**config.mk**
```make
export PLATFORM = sky130hd
export DESIGN_NAME = fescm_top
export DESIGN_NICKNAME = d
export VERILOG_FILES = /design/src/include/fescm_pkg.sv /design/src/fescm_top.sv
export SDC_FILE = /design/constraint.sdc
export NUM_CORES = 1
export LEC_CHECK = 0
export ABC_AREA = 1
export ABC_CLOCK_PERIOD_IN_PS = 2900
export BUFFER_PORTS_ARGS = -buffer_cell sky130_fd_sc_hd__buf_2
export CORE_ASPECT_RATIO = 1.2
export CORE_MARGIN = 2
export CORE_UTILIZATION = 40
export DETAILED_ROUTE_END_ITERATION = 7
export PLACE_DENSITY_LB_ADDON = 0.25
export RECOVER_POWER = 25
export SLEW_MARGIN = 25
export SYNTH_ARGS = -nofsm -noshare
export SYNTH_HDL_FRONTEND = slang
export SYNTH_SLANG_ARGS = --single-unit
export TNS_END_PERCENT = 20
```
**constraint.sdc**
```tcl
create_clock -name aclk -period 2.9 [get_ports aclk]
set_input_delay 0.58 -clock aclk [delete_from_list [all_inputs] [get_ports aclk]]
set_output_delay 0.58 -clock aclk [all_outputs]
set_load 0.05 [all_outputs]
```
**src/include/fescm_pkg.sv**
```systemverilog
`default_nettype none
package fescm_pkg;
	// Command codes
	localparam logic [7:0] CMD_ERASE_BLOCK = 8'h09;
	localparam logic [7:0] CMD_ERASE_SECTOR = 8'h0A;
	localparam logic [7:0] CMD_UNSECURE = 8'h0B;
	localparam logic [7:0] CMD_BACKDOOR = 8'h0C;
	localparam logic [7:0] CMD_USER_MARGIN = 8'h0D;
	// Final word index expected at launch
	localparam logic [2:0] IDX_0 = 3'h0;
	localparam logic [2:0] IDX_1 = 3'h1;
	localparam logic [2:0] IDX_4 = 3'h4;
	localparam int IDX_W = 3;
	localparam int NWORDS = 5;
	// Margin settings
	localparam logic [15:0] MARGIN_NORMAL = 16'h0000;
	localparam logic [15:0] MARGIN_USER1 = 16'h0001;
	localparam logic [15:0] MARGIN_USER0 = 16'h0002;
	localparam logic [1:0] BACKDOOR_ON = 2'h2;
	// Register byte offsets
	localparam logic [7:0] OFS_INDEX = 8'h00;
	localparam logic [7:0] OFS_WORD = 8'h04;
	localparam logic [7:0] OFS_STATUS = 8'h08;
	localparam logic [7:0] OFS_CONFIG = 8'h0C;
	localparam logic [7:0] OFS_KEY_LO = 8'h10;
	localparam logic [7:0] OFS_KEY_HI = 8'h14;
	localparam logic [7:0] OFS_ARRAY = 8'h18;
	localparam logic [7:0] OFS_MARGIN = 8'h1C;
	// Status bit positions
	localparam int ST_CC = 7;
	localparam int ST_ACC = 5;
	localparam int ST_PV = 4;
	localparam int ST_VE = 1;
	localparam int ST_VU = 0;
	// Config bit positions
	localparam int CF_MODE_OK = 0;
	localparam int CF_PROT_P = 1;
	localparam int CF_PROT_D = 2;
	localparam int CF_KEY_LO = 4;
	localparam int CF_BLK_VALID_LO = 8;
	localparam logic [1:0] PFLASH_BLK = 2'h0;
	localparam logic [31:0] CONFIG_RESET = 32'h0000_0F01;
	localparam int BUSY_CYCLES = 16;
	localparam logic [1:0] RESP_OKAY = 2'h0;
	localparam logic [1:0] RESP_SLVERR = 2'h2;
	typedef struct packed {
		logic ve;
		logic vu;
	} fescm_verify_s;
	typedef enum logic [2:0] {
		ST_IDLE = 3'b001,
		ST_BUSY = 3'b010,
		ST_DONE = 3'b100
	} fescm_state_e;
endpackage
`default_nettype wire

```
**src/fescm_top.sv**
```systemverilog
// Overview of operation
// Code 09 with block bits 17:16 erases a whole block.
// Block erase access error: index not 001, invalid block, misaligned address.
// Any command here flags access error when not allowed in current mode.
// Block erase flags protection violation if the block has protection.
// Verify errors set verify flag; uncorrectable ones set uncorrectable flag.
// Software writes code 0A plus block at index 0, sector address at index 1.
// Launch erases and verifies the sector, then sets command complete.
// Sector erase access error: index not 001, invalid block, address bits 2:0 nonzero.
// Sector erase flags protection violation on a protected sector.
// Unsecure is code 0B; access error unless index is 000.
// Unsecure erases all, verifies; security released only on good verify.
// Unsecure flags protection violation if any region is protected.
// Software writes no register while unsecure runs.
// Backdoor key is code 0C plus four keys; final index must be 100.
// Key check runs only when backdoor enable field is 10.
// Four keys compared in order; match releases security, then complete.
// After mismatch, later key checks abort with access error until reset.
// Software must not run key check from the key-holding block.
// Margin command 0D sets block read level, then command complete.
// Margin 0000 normal, 0001 user margin-1, 0002 user margin-0.
// D-flash margin affects D only; P-flash margin affects both.
// Margin-1 leans to erased state, margin-0 to programmed state.
`default_nettype none
module fescm_top #(
	parameter int BUSY = fescm_pkg::BUSY_CYCLES
) (
	input wire logic aclk, // clock
	input wire logic aresetn, // sync reset, low
	input wire logic [7:0] s_axi_awaddr, // write address
	input wire logic s_axi_awvalid, // write address valid
	output logic s_axi_awready, // write address ready
	input wire logic [31:0] s_axi_wdata, // write data
	input wire logic [3:0] s_axi_wstrb, // write strobes
	input wire logic s_axi_wvalid, // write data valid
	output logic s_axi_wready, // write data ready
	output logic [1:0] s_axi_bresp, // write response
	output logic s_axi_bvalid, // write response valid
	input wire logic s_axi_bready, // write response ready
	input wire logic [7:0] s_axi_araddr, // read address
	input wire logic s_axi_arvalid, // read address valid
	output logic s_axi_arready, // read address ready
	output logic [31:0] s_axi_rdata, // read data
	output logic [1:0] s_axi_rresp, // read response
	output logic s_axi_rvalid, // read data valid
	input wire logic s_axi_rready, // read data ready
	output logic secure, // device secured
	output logic [1:0] p_margin, // level for P-flash reads
	output logic [1:0] d_margin // level for D-flash reads
);
	initial
	begin
		if (BUSY < 1 || BUSY > 65535)
			$error("BUSY out of range");
	end

	logic [fescm_pkg::IDX_W-1:0] command_word_index;
	logic [15:0] command_parameter_words [fescm_pkg::NWORDS];
	logic command_complete_flag, access_error_flag, protection_violation_flag;
	logic verify_error_flag, verify_uncorrectable_flag;
	logic [31:0] config_reg;
	logic [31:0] key_lo, key_hi;
	fescm_pkg::fescm_verify_s array_result;
	logic key_failed;
	fescm_pkg::fescm_state_e state;
	logic [15:0] busy_cnt;
	logic [7:0] cmd_q;
	logic [1:0] margin_p, margin_d;

	// Write channel: address and data taken in either order
	logic aw_held, w_held;
	logic [7:0] aw_q;
	logic [31:0] w_q;
	logic [3:0] ws_q;
	logic do_write;
	assign do_write = aw_held && w_held && !s_axi_bvalid;
	always_ff @(posedge aclk)
	begin
		if (!aresetn)
		begin
			aw_held <= 1'b0;
			w_held <= 1'b0;
			aw_q <= 8'h00;
			w_q <= 32'h0000_0000;
			ws_q <= 4'h0;
			s_axi_awready <= 1'b0;
			s_axi_wready <= 1'b0;
			s_axi_bvalid <= 1'b0;
			s_axi_bresp <= fescm_pkg::RESP_OKAY;
		end
		else
		begin
			s_axi_awready <= !aw_held && !s_axi_awready && s_axi_awvalid;
			s_axi_wready <= !w_held && !s_axi_wready && s_axi_wvalid;
			if (s_axi_awvalid && s_axi_awready)
			begin
				aw_held <= 1'b1;
				aw_q <= s_axi_awaddr;
			end
			if (s_axi_wvalid && s_axi_wready)
			begin
				w_held <= 1'b1;
				w_q <= s_axi_wdata;
				ws_q <= s_axi_wstrb;
			end
			if (do_write)
			begin
				aw_held <= 1'b0;
				w_held <= 1'b0;
				s_axi_bvalid <= 1'b1;
				s_axi_bresp <= (aw_q > fescm_pkg::OFS_MARGIN || aw_q[1:0] != 2'h0)
					? fescm_pkg::RESP_SLVERR : fescm_pkg::RESP_OKAY;
			end
			else if (s_axi_bready)
				s_axi_bvalid <= 1'b0;
		end
	end

	// Write decode; the launch is a 1 written to the complete bit while it is set
	logic wr_index, wr_word, wr_status, wr_config, wr_klo, wr_khi, wr_array, launch;
	always_comb
	begin
		wr_index = do_write && aw_q == fescm_pkg::OFS_INDEX && ws_q[0];
		wr_word = do_write && aw_q == fescm_pkg::OFS_WORD;
		wr_status = do_write && aw_q == fescm_pkg::OFS_STATUS && ws_q[0];
		wr_config = do_write && aw_q == fescm_pkg::OFS_CONFIG;
		wr_klo = do_write && aw_q == fescm_pkg::OFS_KEY_LO;
		wr_khi = do_write && aw_q == fescm_pkg::OFS_KEY_HI;
		wr_array = do_write && aw_q == fescm_pkg::OFS_ARRAY && ws_q[0];
		launch = wr_status && w_q[fescm_pkg::ST_CC] && command_complete_flag;
	end

	always_ff @(posedge aclk)
	begin
		if (!aresetn)
			command_word_index <= '0;
		else if (wr_index && command_complete_flag)
			command_word_index <= w_q[fescm_pkg::IDX_W-1:0];
	end

	genvar gi;
	generate
		for (gi = 0; gi < fescm_pkg::NWORDS; gi++)
		begin : g_word
			always_ff @(posedge aclk)
			begin
				if (!aresetn)
					command_parameter_words[gi] <= 16'h0000;
				else if (wr_word && command_complete_flag && command_word_index == gi)
				begin
					if (ws_q[0])
						command_parameter_words[gi][7:0] <= w_q[7:0];
					if (ws_q[1])
						command_parameter_words[gi][15:8] <= w_q[15:8];
				end
			end
		end
	endgenerate

	always_ff @(posedge aclk)
	begin
		if (!aresetn)
		begin
			config_reg <= fescm_pkg::CONFIG_RESET;
			key_lo <= 32'h0000_0000;
			key_hi <= 32'h0000_0000;
			array_result <= '0;
		end
		else
		begin
			if (wr_config)
				config_reg <= w_q;
			if (wr_klo)
				key_lo <= w_q;
			if (wr_khi)
				key_hi <= w_q;
			if (wr_array)
				array_result <= fescm_pkg::fescm_verify_s'(w_q[1:0]);
		end
	end

	// Launch checks
	logic [7:0] cmd;
	logic [1:0] blk;
	logic blk_ok, mode_ok, any_prot, blk_prot, bad_idx, bad_addr, acc, pv, key_ok;
	logic [15:0] w1;
	always_comb
	begin
		cmd = command_parameter_words[0][15:8];
		blk = command_parameter_words[0][1:0];
		w1 = command_parameter_words[1];
		blk_ok = config_reg[fescm_pkg::CF_BLK_VALID_LO + 32'(blk)];
		mode_ok = config_reg[fescm_pkg::CF_MODE_OK];
		any_prot = config_reg[fescm_pkg::CF_PROT_P] | config_reg[fescm_pkg::CF_PROT_D];
		blk_prot = (blk == fescm_pkg::PFLASH_BLK) ? config_reg[fescm_pkg::CF_PROT_P]
			: config_reg[fescm_pkg::CF_PROT_D];
		key_ok = {command_parameter_words[2], command_parameter_words[1]} == key_lo
			&& {command_parameter_words[4], command_parameter_words[3]} == key_hi;
		bad_idx = 1'b0;
		bad_addr = 1'b0;
		pv = 1'b0;
		case (cmd)
			fescm_pkg::CMD_ERASE_BLOCK:
			begin
				bad_idx = command_word_index != fescm_pkg::IDX_1;
				// P-flash phrase aligned, D-flash word aligned
				bad_addr = !blk_ok || ((blk == fescm_pkg::PFLASH_BLK) ? (w1[2:0] != 3'h0)
					: w1[0]);
				pv = blk_prot;
			end
			fescm_pkg::CMD_ERASE_SECTOR:
			begin
				bad_idx = command_word_index != fescm_pkg::IDX_1;
				bad_addr = !blk_ok || w1[2:0] != 3'h0;
				pv = blk_prot;
			end
			fescm_pkg::CMD_UNSECURE:
			begin
				bad_idx = command_word_index != fescm_pkg::IDX_0;
				pv = any_prot;
			end
			fescm_pkg::CMD_BACKDOOR:
			begin
				bad_idx = command_word_index != fescm_pkg::IDX_4;

				bad_addr = config_reg[fescm_pkg::CF_KEY_LO +: 2] != fescm_pkg::BACKDOOR_ON
					|| key_failed;
			end
			fescm_pkg::CMD_USER_MARGIN:
			begin
				bad_idx = command_word_index != fescm_pkg::IDX_1;
				bad_addr = !blk_ok || (w1 != fescm_pkg::MARGIN_NORMAL
					&& w1 != fescm_pkg::MARGIN_USER1 && w1 != fescm_pkg::MARGIN_USER0);
			end
			default: bad_idx = 1'b1;
		endcase
		acc = bad_idx || bad_addr || !mode_ok;
	end

	// Sequencer: erases run for BUSY cycles; errors end the command at once
	logic busy_end;
	assign busy_end = busy_cnt == 16'(BUSY - 1);
	always_ff @(posedge aclk)
	begin
		if (!aresetn)
		begin
			state <= fescm_pkg::ST_IDLE;
			busy_cnt <= 16'h0000;
			cmd_q <= 8'h00;
		end
		else
		begin
			case (state)
				fescm_pkg::ST_IDLE:
					if (launch)
					begin
						cmd_q <= cmd;
						busy_cnt <= 16'h0000;
						state <= (acc || pv) ? fescm_pkg::ST_DONE : fescm_pkg::ST_BUSY;
					end
				fescm_pkg::ST_BUSY:
				begin
					busy_cnt <= busy_cnt + 16'h0001;
					if (busy_end)
						state <= fescm_pkg::ST_DONE;
				end
				fescm_pkg::ST_DONE:
					state <= fescm_pkg::ST_IDLE;
				default:
					state <= fescm_pkg::ST_IDLE;
			endcase
		end
	end

	logic erase_cmd, finish;
	assign erase_cmd = cmd_q == fescm_pkg::CMD_ERASE_BLOCK
		|| cmd_q == fescm_pkg::CMD_ERASE_SECTOR || cmd_q == fescm_pkg::CMD_UNSECURE;
	assign finish = state == fescm_pkg::ST_BUSY && busy_end;

	// Complete flag drops at launch and rises when the command ends
	always_ff @(posedge aclk)
	begin
		if (!aresetn)
			command_complete_flag <= 1'b1;
		else if (launch)
			command_complete_flag <= 1'b0;
		else if (state == fescm_pkg::ST_DONE)
			command_complete_flag <= 1'b1;
	end

	// Access error and protection flags: writing 1 clears, but a new error in the same cycle wins
	always_ff @(posedge aclk)
	begin
		if (!aresetn)
		begin
			access_error_flag <= 1'b0;
			protection_violation_flag <= 1'b0;
			verify_error_flag <= 1'b0;
			verify_uncorrectable_flag <= 1'b0;
		end
		else
		begin
			if (launch)
			begin
				access_error_flag <= acc;
				protection_violation_flag <= !acc && pv;
				verify_error_flag <= 1'b0;
				verify_uncorrectable_flag <= 1'b0;
			end
			else if (wr_status)
			begin
				if (w_q[fescm_pkg::ST_ACC])
					access_error_flag <= 1'b0;
				if (w_q[fescm_pkg::ST_PV])
					protection_violation_flag <= 1'b0;
			end
			if (finish && erase_cmd)
			begin
				verify_error_flag <= array_result.ve;
				verify_uncorrectable_flag <= array_result.vu;
			end
			// A wrong key is itself an access error, later tries are locked out
			if (finish && cmd_q == fescm_pkg::CMD_BACKDOOR && !key_ok)
				access_error_flag <= 1'b1;
		end
	end

	// Security, key lockout and margin levels
	always_ff @(posedge aclk)
	begin
		if (!aresetn)
		begin
			secure <= 1'b1;
			key_failed <= 1'b0;
			margin_p <= 2'h0;
			margin_d <= 2'h0;
		end
		else if (finish)
		begin
			// Release needs a clean verify
			if (cmd_q == fescm_pkg::CMD_UNSECURE && !array_result.ve)
				secure <= 1'b0;
			if (cmd_q == fescm_pkg::CMD_BACKDOOR)
			begin
				if (key_ok)
					secure <= 1'b0;
				else
					key_failed <= 1'b1;
			end
			if (cmd_q == fescm_pkg::CMD_USER_MARGIN)
			begin
				// P-flash level also steers D-flash reads
				if (blk == fescm_pkg::PFLASH_BLK)
					margin_p <= w1[1:0];
				margin_d <= w1[1:0];
			end
		end
	end
	// Level 1 reads toward erased, level 2 toward programmed
	assign p_margin = margin_p;
	assign d_margin = margin_d;

	// Read channel
	logic [31:0] rd;
	always_comb
	begin
		rd = 32'h0000_0000;
		case (s_axi_araddr)
			fescm_pkg::OFS_INDEX: rd[fescm_pkg::IDX_W-1:0] = command_word_index;
			fescm_pkg::OFS_WORD: rd[15:0] = command_parameter_words[command_word_index
				< 3'(fescm_pkg::NWORDS) ? command_word_index : 3'h0];
			fescm_pkg::OFS_STATUS:
			begin
				rd[fescm_pkg::ST_CC] = command_complete_flag;
				rd[fescm_pkg::ST_ACC] = access_error_flag;
				rd[fescm_pkg::ST_PV] = protection_violation_flag;
				rd[fescm_pkg::ST_VE] = verify_error_flag;
				rd[fescm_pkg::ST_VU] = verify_uncorrectable_flag;
			end
			fescm_pkg::OFS_CONFIG: rd = config_reg;
			fescm_pkg::OFS_KEY_LO: rd = key_lo;
			fescm_pkg::OFS_KEY_HI: rd = key_hi;
			fescm_pkg::OFS_ARRAY: rd[1:0] = array_result;
			fescm_pkg::OFS_MARGIN: rd[4:0] = {!secure, margin_d, margin_p};
			default: rd = 32'h0000_0000;
		endcase
	end
	always_ff @(posedge aclk)
	begin
		if (!aresetn)
		begin
			s_axi_arready <= 1'b0;
			s_axi_rvalid <= 1'b0;
			s_axi_rdata <= 32'h0000_0000;
			s_axi_rresp <= fescm_pkg::RESP_OKAY;
		end
		else
		begin
			s_axi_arready <= s_axi_arvalid && !s_axi_arready && !s_axi_rvalid;
			if (s_axi_arvalid && s_axi_arready)
			begin
				s_axi_rvalid <= 1'b1;
				s_axi_rdata <= rd;
				s_axi_rresp <= (s_axi_araddr > fescm_pkg::OFS_MARGIN || s_axi_araddr[1:0] != 2'h0)
					? fescm_pkg::RESP_SLVERR : fescm_pkg::RESP_OKAY;
			end
			else if (s_axi_rready)
				s_axi_rvalid <= 1'b0;
		end
	end

	AST_LAUNCH_DROPS_CC: assert property (@(posedge aclk) disable iff (!aresetn)
		launch |=> !command_complete_flag) else $error("complete flag not cleared");
	AST_ACC_ENDS_FAST: assert property (@(posedge aclk) disable iff (!aresetn)
		launch && acc |=> ##1 command_complete_flag && access_error_flag)
		else $error("error launch did not finish");
	AST_KEY_LOCK: assert property (@(posedge aclk) disable iff (!aresetn)
		launch && cmd == fescm_pkg::CMD_BACKDOOR && key_failed |=> access_error_flag)
		else $error("locked key check ran");
	AST_PV_NO_RUN: assert property (@(posedge aclk) disable iff (!aresetn)
		launch && pv && !acc |=> protection_violation_flag && state == fescm_pkg::ST_DONE)
		else $error("protected erase ran");
	AST_SECURE_HOLD: assert property (@(posedge aclk) disable iff (!aresetn)
		finish && cmd_q == fescm_pkg::CMD_UNSECURE && array_result.ve |=> secure == $past(secure))
		else $error("security released on bad verify");
	AST_VERIFY_FLAG: assert property (@(posedge aclk) disable iff (!aresetn)
		finish && erase_cmd |=> verify_error_flag == $past(array_result.ve))
		else $error("verify flag wrong");
	AST_SECTOR_ALIGN: assert property (@(posedge aclk) disable iff (!aresetn)
		launch && cmd == fescm_pkg::CMD_ERASE_SECTOR && w1[2:0] != 3'h0 |=> access_error_flag)
		else $error("misaligned sector accepted");
	AST_BLOCK_IDX: assert property (@(posedge aclk) disable iff (!aresetn)
		launch && cmd == fescm_pkg::CMD_ERASE_BLOCK && command_word_index != fescm_pkg::IDX_1
		|=> access_error_flag) else $error("bad index accepted");
endmodule // fescm_top
`default_nettype wire

```
Word level (Yosys, flattened, before mapping). Memories as Yosys holds them, arrays and structs flattened. Index checks and enable logic that the tools add are counted.

Logic and storage cells: 270. Register bits: 224. Memories: 1. Input port bits: 59. Output and inout bits: 46. RAM bits: 80.

Muxes and demuxes: 87. Reductions and logical operators: 92. Equal/unequal tests: 40. Magnitude comparators: 4. Bitwise logic cells: 13. Add/subtract/negate cells: 2.

Memories: command_parameter_words (depth 5, width 16, rd ports 6, clocked after memory_dff 0, write ports 5, RTL line fescm_top.sv:58) `logic [15:0] command_parameter_words [fescm_pkg::NWORDS];`.

Operators by type and width (count): $eq 8x4->1 const B (14); $mux 8 (10); $eq 32x32->1 (2); $eq 8x5->1 const B (7); $mux 1 (55); $pmux 16 s3 (1); $logic_and 1x1->1 (39); $pmux 16 s2 (1); $pmux 8 s4 (1); $reduce_bool 2->1 (9); $add 16x1->16 const B (1); $eq 16x4->1 const B (1); $eq 8x3->1 const B (2); $gt 8x5->1 const B (2); $logic_not 8->1 (2); $mux 16 (1); $ne 16x1->1 const B (1); $ne 16x2->1 const B (1); $pmux 2 s8 (1); $reduce_bool 16->1 (1); $pmux 1 s5 (3); $logic_not 1->1 (13); $mux 3 (4); $pmux 1 s6 (2); 25 further kinds (64).

Longest topological paths before layout. Gate-level depths: netlist of the first run. An unclocked memory read counts as a cell.

Word-level depth: 13. Mapped depth: 14. Depth with buffers taken out: 14.

Worst setup path before layout of the first run. Ideal clock, no wire load.

Path type: register to register. From: reg s_axi_bvalid. To: mem command_parameter_words[0][0] (enable). Data required time: 2.513 ns. Path buffers: 0. Period minus slack after synthesis: 2.233 ns. Stages on the path, launching flop included: 6. Arrival: 1.846 ns. Setup time: 0.387 ns. Setup slack: 0.667 ns. Cell sequence: dfxtp_1 nor2_1 nand2_2 nor3_1 nand2_1 o31ai_1.

RTL lines: from (decl) (RTL line fescm_top.sv:38) `output logic s_axi_bvalid,`; from (signal assigned) (RTL line fescm_top.sv:88) `s_axi_bvalid <= 1'b0;`; from (signal assigned) (RTL line fescm_top.sv:110) `s_axi_bvalid <= 1'b1;`; from (signal assigned) (RTL line fescm_top.sv:115) `s_axi_bvalid <= 1'b0;`; to (decl) (RTL line fescm_top.sv:58).

Final worst setup path of the first run.
From: reg s_axi_wready. To: reg w_q[14].

Word-level cells in the longest chain between the ends: 1.

Ends and longest elaborated chain: from (decl) (RTL line fescm_top.sv:36) `output logic s_axi_wready,`; from (signal assigned) (RTL line fescm_top.sv:94) `s_axi_wready <= !w_held && !s_axi_wready && s_axi_wvalid;`; $logic_and 1x1->1 (RTL line fescm_top.sv:100) `if (s_axi_wvalid && s_axi_wready)`; to (signal assigned) (RTL line fescm_top.sv:103) `w_q <= s_axi_wdata;`; to (decl) (RTL line fescm_top.sv:73) `logic [31:0] w_q;`.

Every way passes these cells. A chain may end at the register's enable or synchronous reset.

==> results of run 1 <==
==> tightest hold or removal path, delay by kind of cell <==
family | cells | cell delay [ns]
buffers and inverters | 1 | 0.10
AND/OR/NAND/NOR | 2 | 0.09
==> final cells by class <==
type	count	area share, %
sequential	302	42.6
clock inverter	5	0.490
inverter	217	5.10
tap	456	3.55
multi-input combinational	1208	36.4
clock buffer	57	7.25
timing repair buffer	140	4.67
==> per-stage QoR <==
| step | cells | setup slack (ns) | area, sq um | util (%) |
|---|---|---|---|---|
| final | 2385 | 0.254 | 16100 | 47.2 |
| after global routing | 2385 | 0.136 | 16100 | 47.2 |
| after CTS | 2385 | 0.495 | 16200 | 47.5 |
| after detailed placement | 2323 | 0.517 | 14900 | 43.8 |
| after global placement | 2323 | 0.532 | 14900 | 43.8 |
| after floorplan | 1810 | 0.667 | 13900 | - |
==> cell families after synthesis <==
family                   synth area share (%)
XOR/XNOR                                 1.90
buffers and inverters                    8.44
other                                  0.0271
flip-flops                               49.4
AO/OA/AOI/OAI                            19.0
AND/OR/NAND/NOR                          21.1
adder cells (fa/ha/maj)                0.0903
==> power breakdown <==
group	leakage, nW	internal (mW)	switching, mW
clock	0.612	2.93	1.73
combinational	3.04	0.130	0.336
sequential	2.62	4.40	0.0736
total	6.28	7.46	2.14
==> worst max path at each step <==
stage                                    from                                      endpoint  slack [ns]  cells after the start
finish                s_axi_wready$_SDFF_PN0_                          w_q[14]$_SDFFE_PN0P_        0.25                      4
global placement         aw_q[0]$_SDFFE_PN0P_  command_parameter_words[0][11]$_SDFFCE_PN0P_        0.53                      5
global route          s_axi_wready$_SDFF_PN0_                          w_q[14]$_SDFFE_PN0P_        0.14                      4
detailed placement       aw_q[0]$_SDFFE_PN0P_  command_parameter_words[0][12]$_SDFFCE_PN0P_        0.52                      9
CTS                      aw_q[0]$_SDFFE_PN0P_  command_parameter_words[0][13]$_SDFFCE_PN0P_        0.50                      9
floorplan           s_axi_bvalid$_SDFFE_PN0P_   command_parameter_words[0][0]$_SDFFCE_PN0P_        0.67                      5
==> routing by layer <==
layer / vias to the layer above / global-route usage [%]
li1: 6179 / -
met1: 5862 / 30.0
met2: 422 / 38.2
met3: 73 / 3.68
met4: 0 / 8.61
met5: - / 0
==> layout by cell type (no fill, tap or decap), types with 3 or more instances in the layout <==
master and instances:
xor2_1 30, clkinv_1 5, clkbuf_1 54, nand2_1 322
nor2_1 250, nand4_4 7, clkbuf_2 4, o211ai_1 22
nand4_1 14, clkbuf_16 41, nor3_1 16, buf_2 57
a21oi_1 202, dfxtp_1 222, inv_1 209, a31oi_1 5
edfxtp_1 80, nand3_1 59, o31ai_1 3, o21ai_0 201
nor4_1 4, nand3b_1 3, clkbuf_8 8, or2_2 3
o22ai_1 16, buf_4 31, o221ai_1 15, a211oi_1 18
==> impl_metrics.json, run 1 <==
{
  "synthFlopType": "dfxtp_1",
  "finalPower_mw": 9.60,
  "syn_inst": 1809,
  "clkSinkCount": 302,
  "worstHoldPathType": "input port to flip-flop",
  "fmax_mhz": 378,
  "cts_root_buf": "clkbuf_16",
  "rsz0062_at_grt": "false",
  "wl_um": 42100,
  "grt_pass1_vias": 11800,
  "rrSetupSlack_ns": 0.25,
  "vdd.ir_drop.worst_v": 0.000454,
  "min_from": "s_axi_awvalid",
  "end_kind": "flip-flop",
  "slew_headroom_pct": 11.7,
  "setup.worst_path.class": "flip-flop to flip-flop",
  "dr.pass1.iters": 7,
  "synthTopCellsByCount": "nand2_1, nor2_1, dfxtp_1",
  "fp.dieW_um": 174,
  "worstPathRequired_ns": 3.33,
  "cts.clk_slew.worst_paths_ns": 0.06,
  "yosysWarnings": 0,
  "wl_met1_um": 18100,
  "cp-start-kind": "flip-flop",
  "netlist.area_leader.share_pct": 32.1,
  "antenna_cells": 0,
  "core_sq_mm": 0.0341,
  "cts_resized": 0,
  "drive_above_1_share_pct": 8.92,
  "area_delta_synth_final_pct": 16.1,
  "drv_cap": 0,
  "drtIter0Drc": 1034,
  "hold_violations": 0,
  "fp.dieH_um": 208,
  "wl_met3_um": 2950,
  "path_cells": "nand2_1 > clkbuf_1 > o21ai_0 > a21oi_1",
  "route.met2.wl_um": 19800,
  "grt.overflow.total": 0,
  "whs_path_depth": 3,
  "yosysSeqAreaShare_pct": 49.4,
  "synth_edf_count": 80,
  "grtUsageTotal_pct": 22.9,
  "synth_most_common_cell": "nand2_1",
  "r2r_start": "s_axi_wready$_SDFF_PN0_",
  "holdWs_ns": 0.298,
  "fin_tns_setup_ns": 0,
  "start_util_pct": 40.6,
  "critical_path.top_delay_family": "simple AND/OR/NAND/NOR gates",
  "yosys_register_bits": 302,
  "setup_viol": 0,
  "grt_antenna_before_repair": 0,
  "yosysTopAreaCell": "dfxtp_1",
  "clock_path_buffers": 3,
  "numPortBuffers": 100,
  "rows": 74,
  "crit_arrival_ns": 3.08,
  "grt_max_degree": 77,
  "tightest_slew_ns": 1.32,
  "slew_viol_final": 0,
  "viasPerCell": 5.26,
  "reg2reg_to": "w_q[14]$_SDFFE_PN0P_",
  "num_vias": 12500,
  "crit_path_max_fanout": 27,
  "cts_hold_buffers": 0,
  "synth.distinct_cells": 40,
  "crit_slowest_cell": "nand2_1",
  "regArea_sq_mm": 0.00685,
  "top_register": "command_parameter_words",
  "layout.nets": 1963,
  "leakage_nw": 6.28,
  "clock_latency_ns": 0.52,
  "drtAntennaViolNets": 0,
  "postSynthAreaPerCell_sq_um": 7.66,
  "grt_pass1_wl_um": 65500,
  "rr_worst_depth": 4,
  "worstHoldEndpoint": "s_axi_awready$_SDFF_PN0_",
  "io_pins": 105,
  "power_density_mw_per_mm2": 597,
  "dieArea_sq_mm": 0.0361,
  "cts_buffers": 34,
  "place.gp.congestion": 0.916,
  "skew_ns": 0.0108,
  "num-fill-cells": 3442,
  "multi_input_area_sq_mm": 0.00585,
  "status": "finished, final reports clean",
  "wl_per_cell_um": 17.7,
  "yosys-top-cells-area": "dfxtp_1, edfxtp_1, nand2_1, a21oi_1, o21ai_0",
  "cts_tree": "done",
  "postCtsSetupBuffers": 0,
  "synthesis.area_sq_mm": 0.0138,
  "htreeDepth": 2,
  "cpPeakStageDelay_ns": 0.86,
  "crit_buf_inv": 1,
  "largest_reg_flops": 80,
  "period_share_pct": 91.2,
  "synth_async_sr_flop_share_pct": 0,
  "min_period_ns": 2.65,
  "routed.top_layer": "met4",
  "dp_hpwl_um": 30200,
  "remaining_drc_errors": 0
}
Note: power is estimated with default switching activity, not from simulation.
==> run 2, diff against run 1 <==
Settings changed: CTS_BUF_LIST set to sky130_fd_sc_hd__clkbuf_8.
==> run 2 against run 1 <==
First-iteration DRC count is 18% lower; maximum frequency fell by 0.32%; power shrank 8.1%; die area unchanged; clock skew grew 0.012 ns; clock power down 17%; register-to-register slack barely moved; routed wire length rose by 0.66%; clock-buffer cell count grew 9; non-clock buffer count unchanged; sequential cell count unchanged.
==> impl_metrics.json, run 2 (synthesis gave the netlist of run 1 again) <==
{
  "status": "finished, final reports clean",
  "place.gp.congestion": 0.916,
  "grt_pass1_vias": 12000,
  "rrSetupSlack_ns": 0.25,
  "grt_max_degree": 77,
  "crit_arrival_ns": 3.17,
  "rr_worst_depth": 4,
  "comb_power_share_pct": 5.3,
  "start_util_pct": 40.6,
  "io_pins": 105,
  "worstPathRequired_ns": 3.41,
  "pre_cts_ws_ns": 0.517,
  "rsz0062_at_grt": "false",
  "num_vias": 12600,
  "leakage_nw": 6.31,
  "viasPerCell": 5.21,
  "cts_hold_buffers": 0,
  "final_common_cell": "nand2_1",
  "swShare_pct": 24.5,
  "cp-start-kind": "flip-flop",
  "setup_slack_ns": 0.246,
  "hold_violations": 0,
  "setup.worst_path.class": "flip-flop to flip-flop",
  "crit_buf_inv": 1,
  "htreeDepth": 2,
  "wl_met3_um": 2610,
  "grt_antenna_before_repair": 0,
  "cp.depth": 4,
  "drive_above_1_share_pct": 9.83,
  "dr.pass1.iters": 5,
  "grt_pass1_wl_um": 65800,
  "p_clk_share_pct": 44.0,
  "fin_tns_setup_ns": 0,
  "final_core_util_pct": 46.7,
  "tightest_slew_ns": 1.31,
  "internal-power_mw": 6.66,
  "drtIter0Drc": 847,
  "area_delta_synth_final_pct": 14.8,
  "power_switching_mw": 2.16,
  "cts_resized": 0,
  "wl_met1_um": 18600,
  "clkSinkCount": 302,
  "drv_cap": 0,
  "antenna_cells": 0,
  "slew_headroom_pct": 12.7,
  "slew_viol_final": 0,
  "skew_ns": 0.0231,
  "grtUsageTotal_pct": 23.1,
  "cts_buffers": 52,
  "largest_reg_flops": 80,
  "routed.top_layer": "met4",
  "end_kind": "flip-flop",
  "startpoint": "s_axi_wready$_SDFF_PN0_",
  "drtAntennaViolNets": 0,
  "min_from": "s_axi_wvalid",
  "cts_root_buf": "clkbuf_8",
  "path_cells": "nand2_1 > clkbuf_1 > o21ai_0 > a21oi_1",
  "worstHoldPathType": "input port to flip-flop",
  "min_period_ns": 2.65,
  "vdd.ir_drop.worst_v": 0.000361,
  "clock_latency_ns": 0.61,
  "grt.overflow.total": 0,
  "layout.nets": 1981,
  "whs_path_depth": 3,
  "final_cell_mix": "nand2_1, nor2_1, inv_1, dfxtp_1, a21oi_1",
  "fmax_mhz": 377,
  "wl_um": 42400,
  "power_density_mw_per_mm2": 555,
  "crit_slowest_cell": "nand2_1",
  "wl_per_cell_um": 17.5,
  "clock_path_buffers": 3,
  "cpPeakStageDelay_ns": 0.86,
  "critical_path.top_delay_family": "simple AND/OR/NAND/NOR gates",
  "fp.dieH_um": 208,
  "route.met2.wl_um": 19800,
  "remaining_drc_errors": 0,
  "top_register": "command_parameter_words",
  "period_share_pct": 91.5,
  "crit_path_max_fanout": 27,
  "setup_viol": 0,
  "cts.clk_slew.worst_paths_ns": 0.06,
  "core_sq_mm": 0.0341,
  "r2r_start": "s_axi_wready$_SDFF_PN0_",
  "numPortBuffers": 100,
  "postCtsSetupBuffers": 0,
  "fp.dieW_um": 174,
  "cts_tree": "done",
  "p_seq_share_pct": 50.8,
  "dieArea_sq_mm": 0.0361,
  "rows": 74,
  "dp_hpwl_um": 30200
}
==> run 2: cell count changes in the layout (fill, tap and decap cells not counted) <==
| cell | previous run | this run |
|---|---|---|
| inv_1 | 209 | 233 |
| buf_2 | 57 | 61 |
| clkbuf_8 | 8 | 66 |
| bufinv_16 | 2 | 1 |
| clkbuf_1 | 54 | 42 |
| clkinv_4 | 1 | 0 |
| clkinvlp_4 | 0 | 2 |
| clkbuf_16 | 41 | 0 |
| clkinv_1 | 5 | 6 |
==> run 2: path summary, 6_finish.rpt <==
| kind | endpoint |
|---|---|
| worst max-delay path | w_q[14]$_SDFFE_PN0P_ |
| worst min-delay path | s_axi_wready$_SDFF_PN0_ |
| worst max register to register | w_q[14]$_SDFFE_PN0P_ |
| worst min register to register | s_axi_wready$_SDFF_PN0_ |
==> run 2: routing by layer <==
metal | GRT usage, % | up-vias
met3 | 3.99 | 90
met2 | 37.8 | 421
met4 | 9.71 | 0
li1 | - | 6228
met1 | 30.0 | 5868
met5 | 0 | -
==> run 2: area by class of cell <==
| cell class | count | area [sq um] |
|---|---|---|
| well taps | 456 | 571 |
| multi-input cells | 1208 | 5850 |
| clock buffers | 66 | 908 |
| repair buffers | 140 | 756 |
| fillers | 3473 | 18200 |
| flip-flops and latches | 302 | 6850 |
| clock inverters | 30 | 149 |
| inverters | 217 | 820 |
==> run 2: through the flow <==
stage | instances | instance area, sq um | hold slack [ns] | total power [mW]
5_1_grt | 2419 | 15900 | 0.228 | 9.15
2_1_floorplan | 1810 | 13900 | 0.398 | 4.83
4_1_cts | 2419 | 16000 | 0.206 | 8.89
6_report | 2419 | 15900 | 0.217 | 8.82
3_3_place_gp | 2323 | 14900 | 0.415 | 5.03
3_5_place_dp | 2323 | 14900 | 0.416 | 5.03
==> run 2: worst register-to-register path, delay by kind of cell, from the launching register on <==
family	cells	cell delay [ns]
AND/OR/NAND/NOR	1	0.86
buffers and inverters	1	0.79
AO/OA/AOI/OAI	2	0.60
flip-flops	1	0.32
==> run 2: power by group through the flow <==
stage                     Combinational, mW  Clock (mW)  Sequential (mW)
final                                 0.465        3.88             4.48
after global placement                0.466           0             4.56
after CTS                             0.473        3.94             4.47
after floorplan                       0.261           0             4.57
after global routing                  0.516        4.16             4.48
after detailed placement              0.472           0             4.56
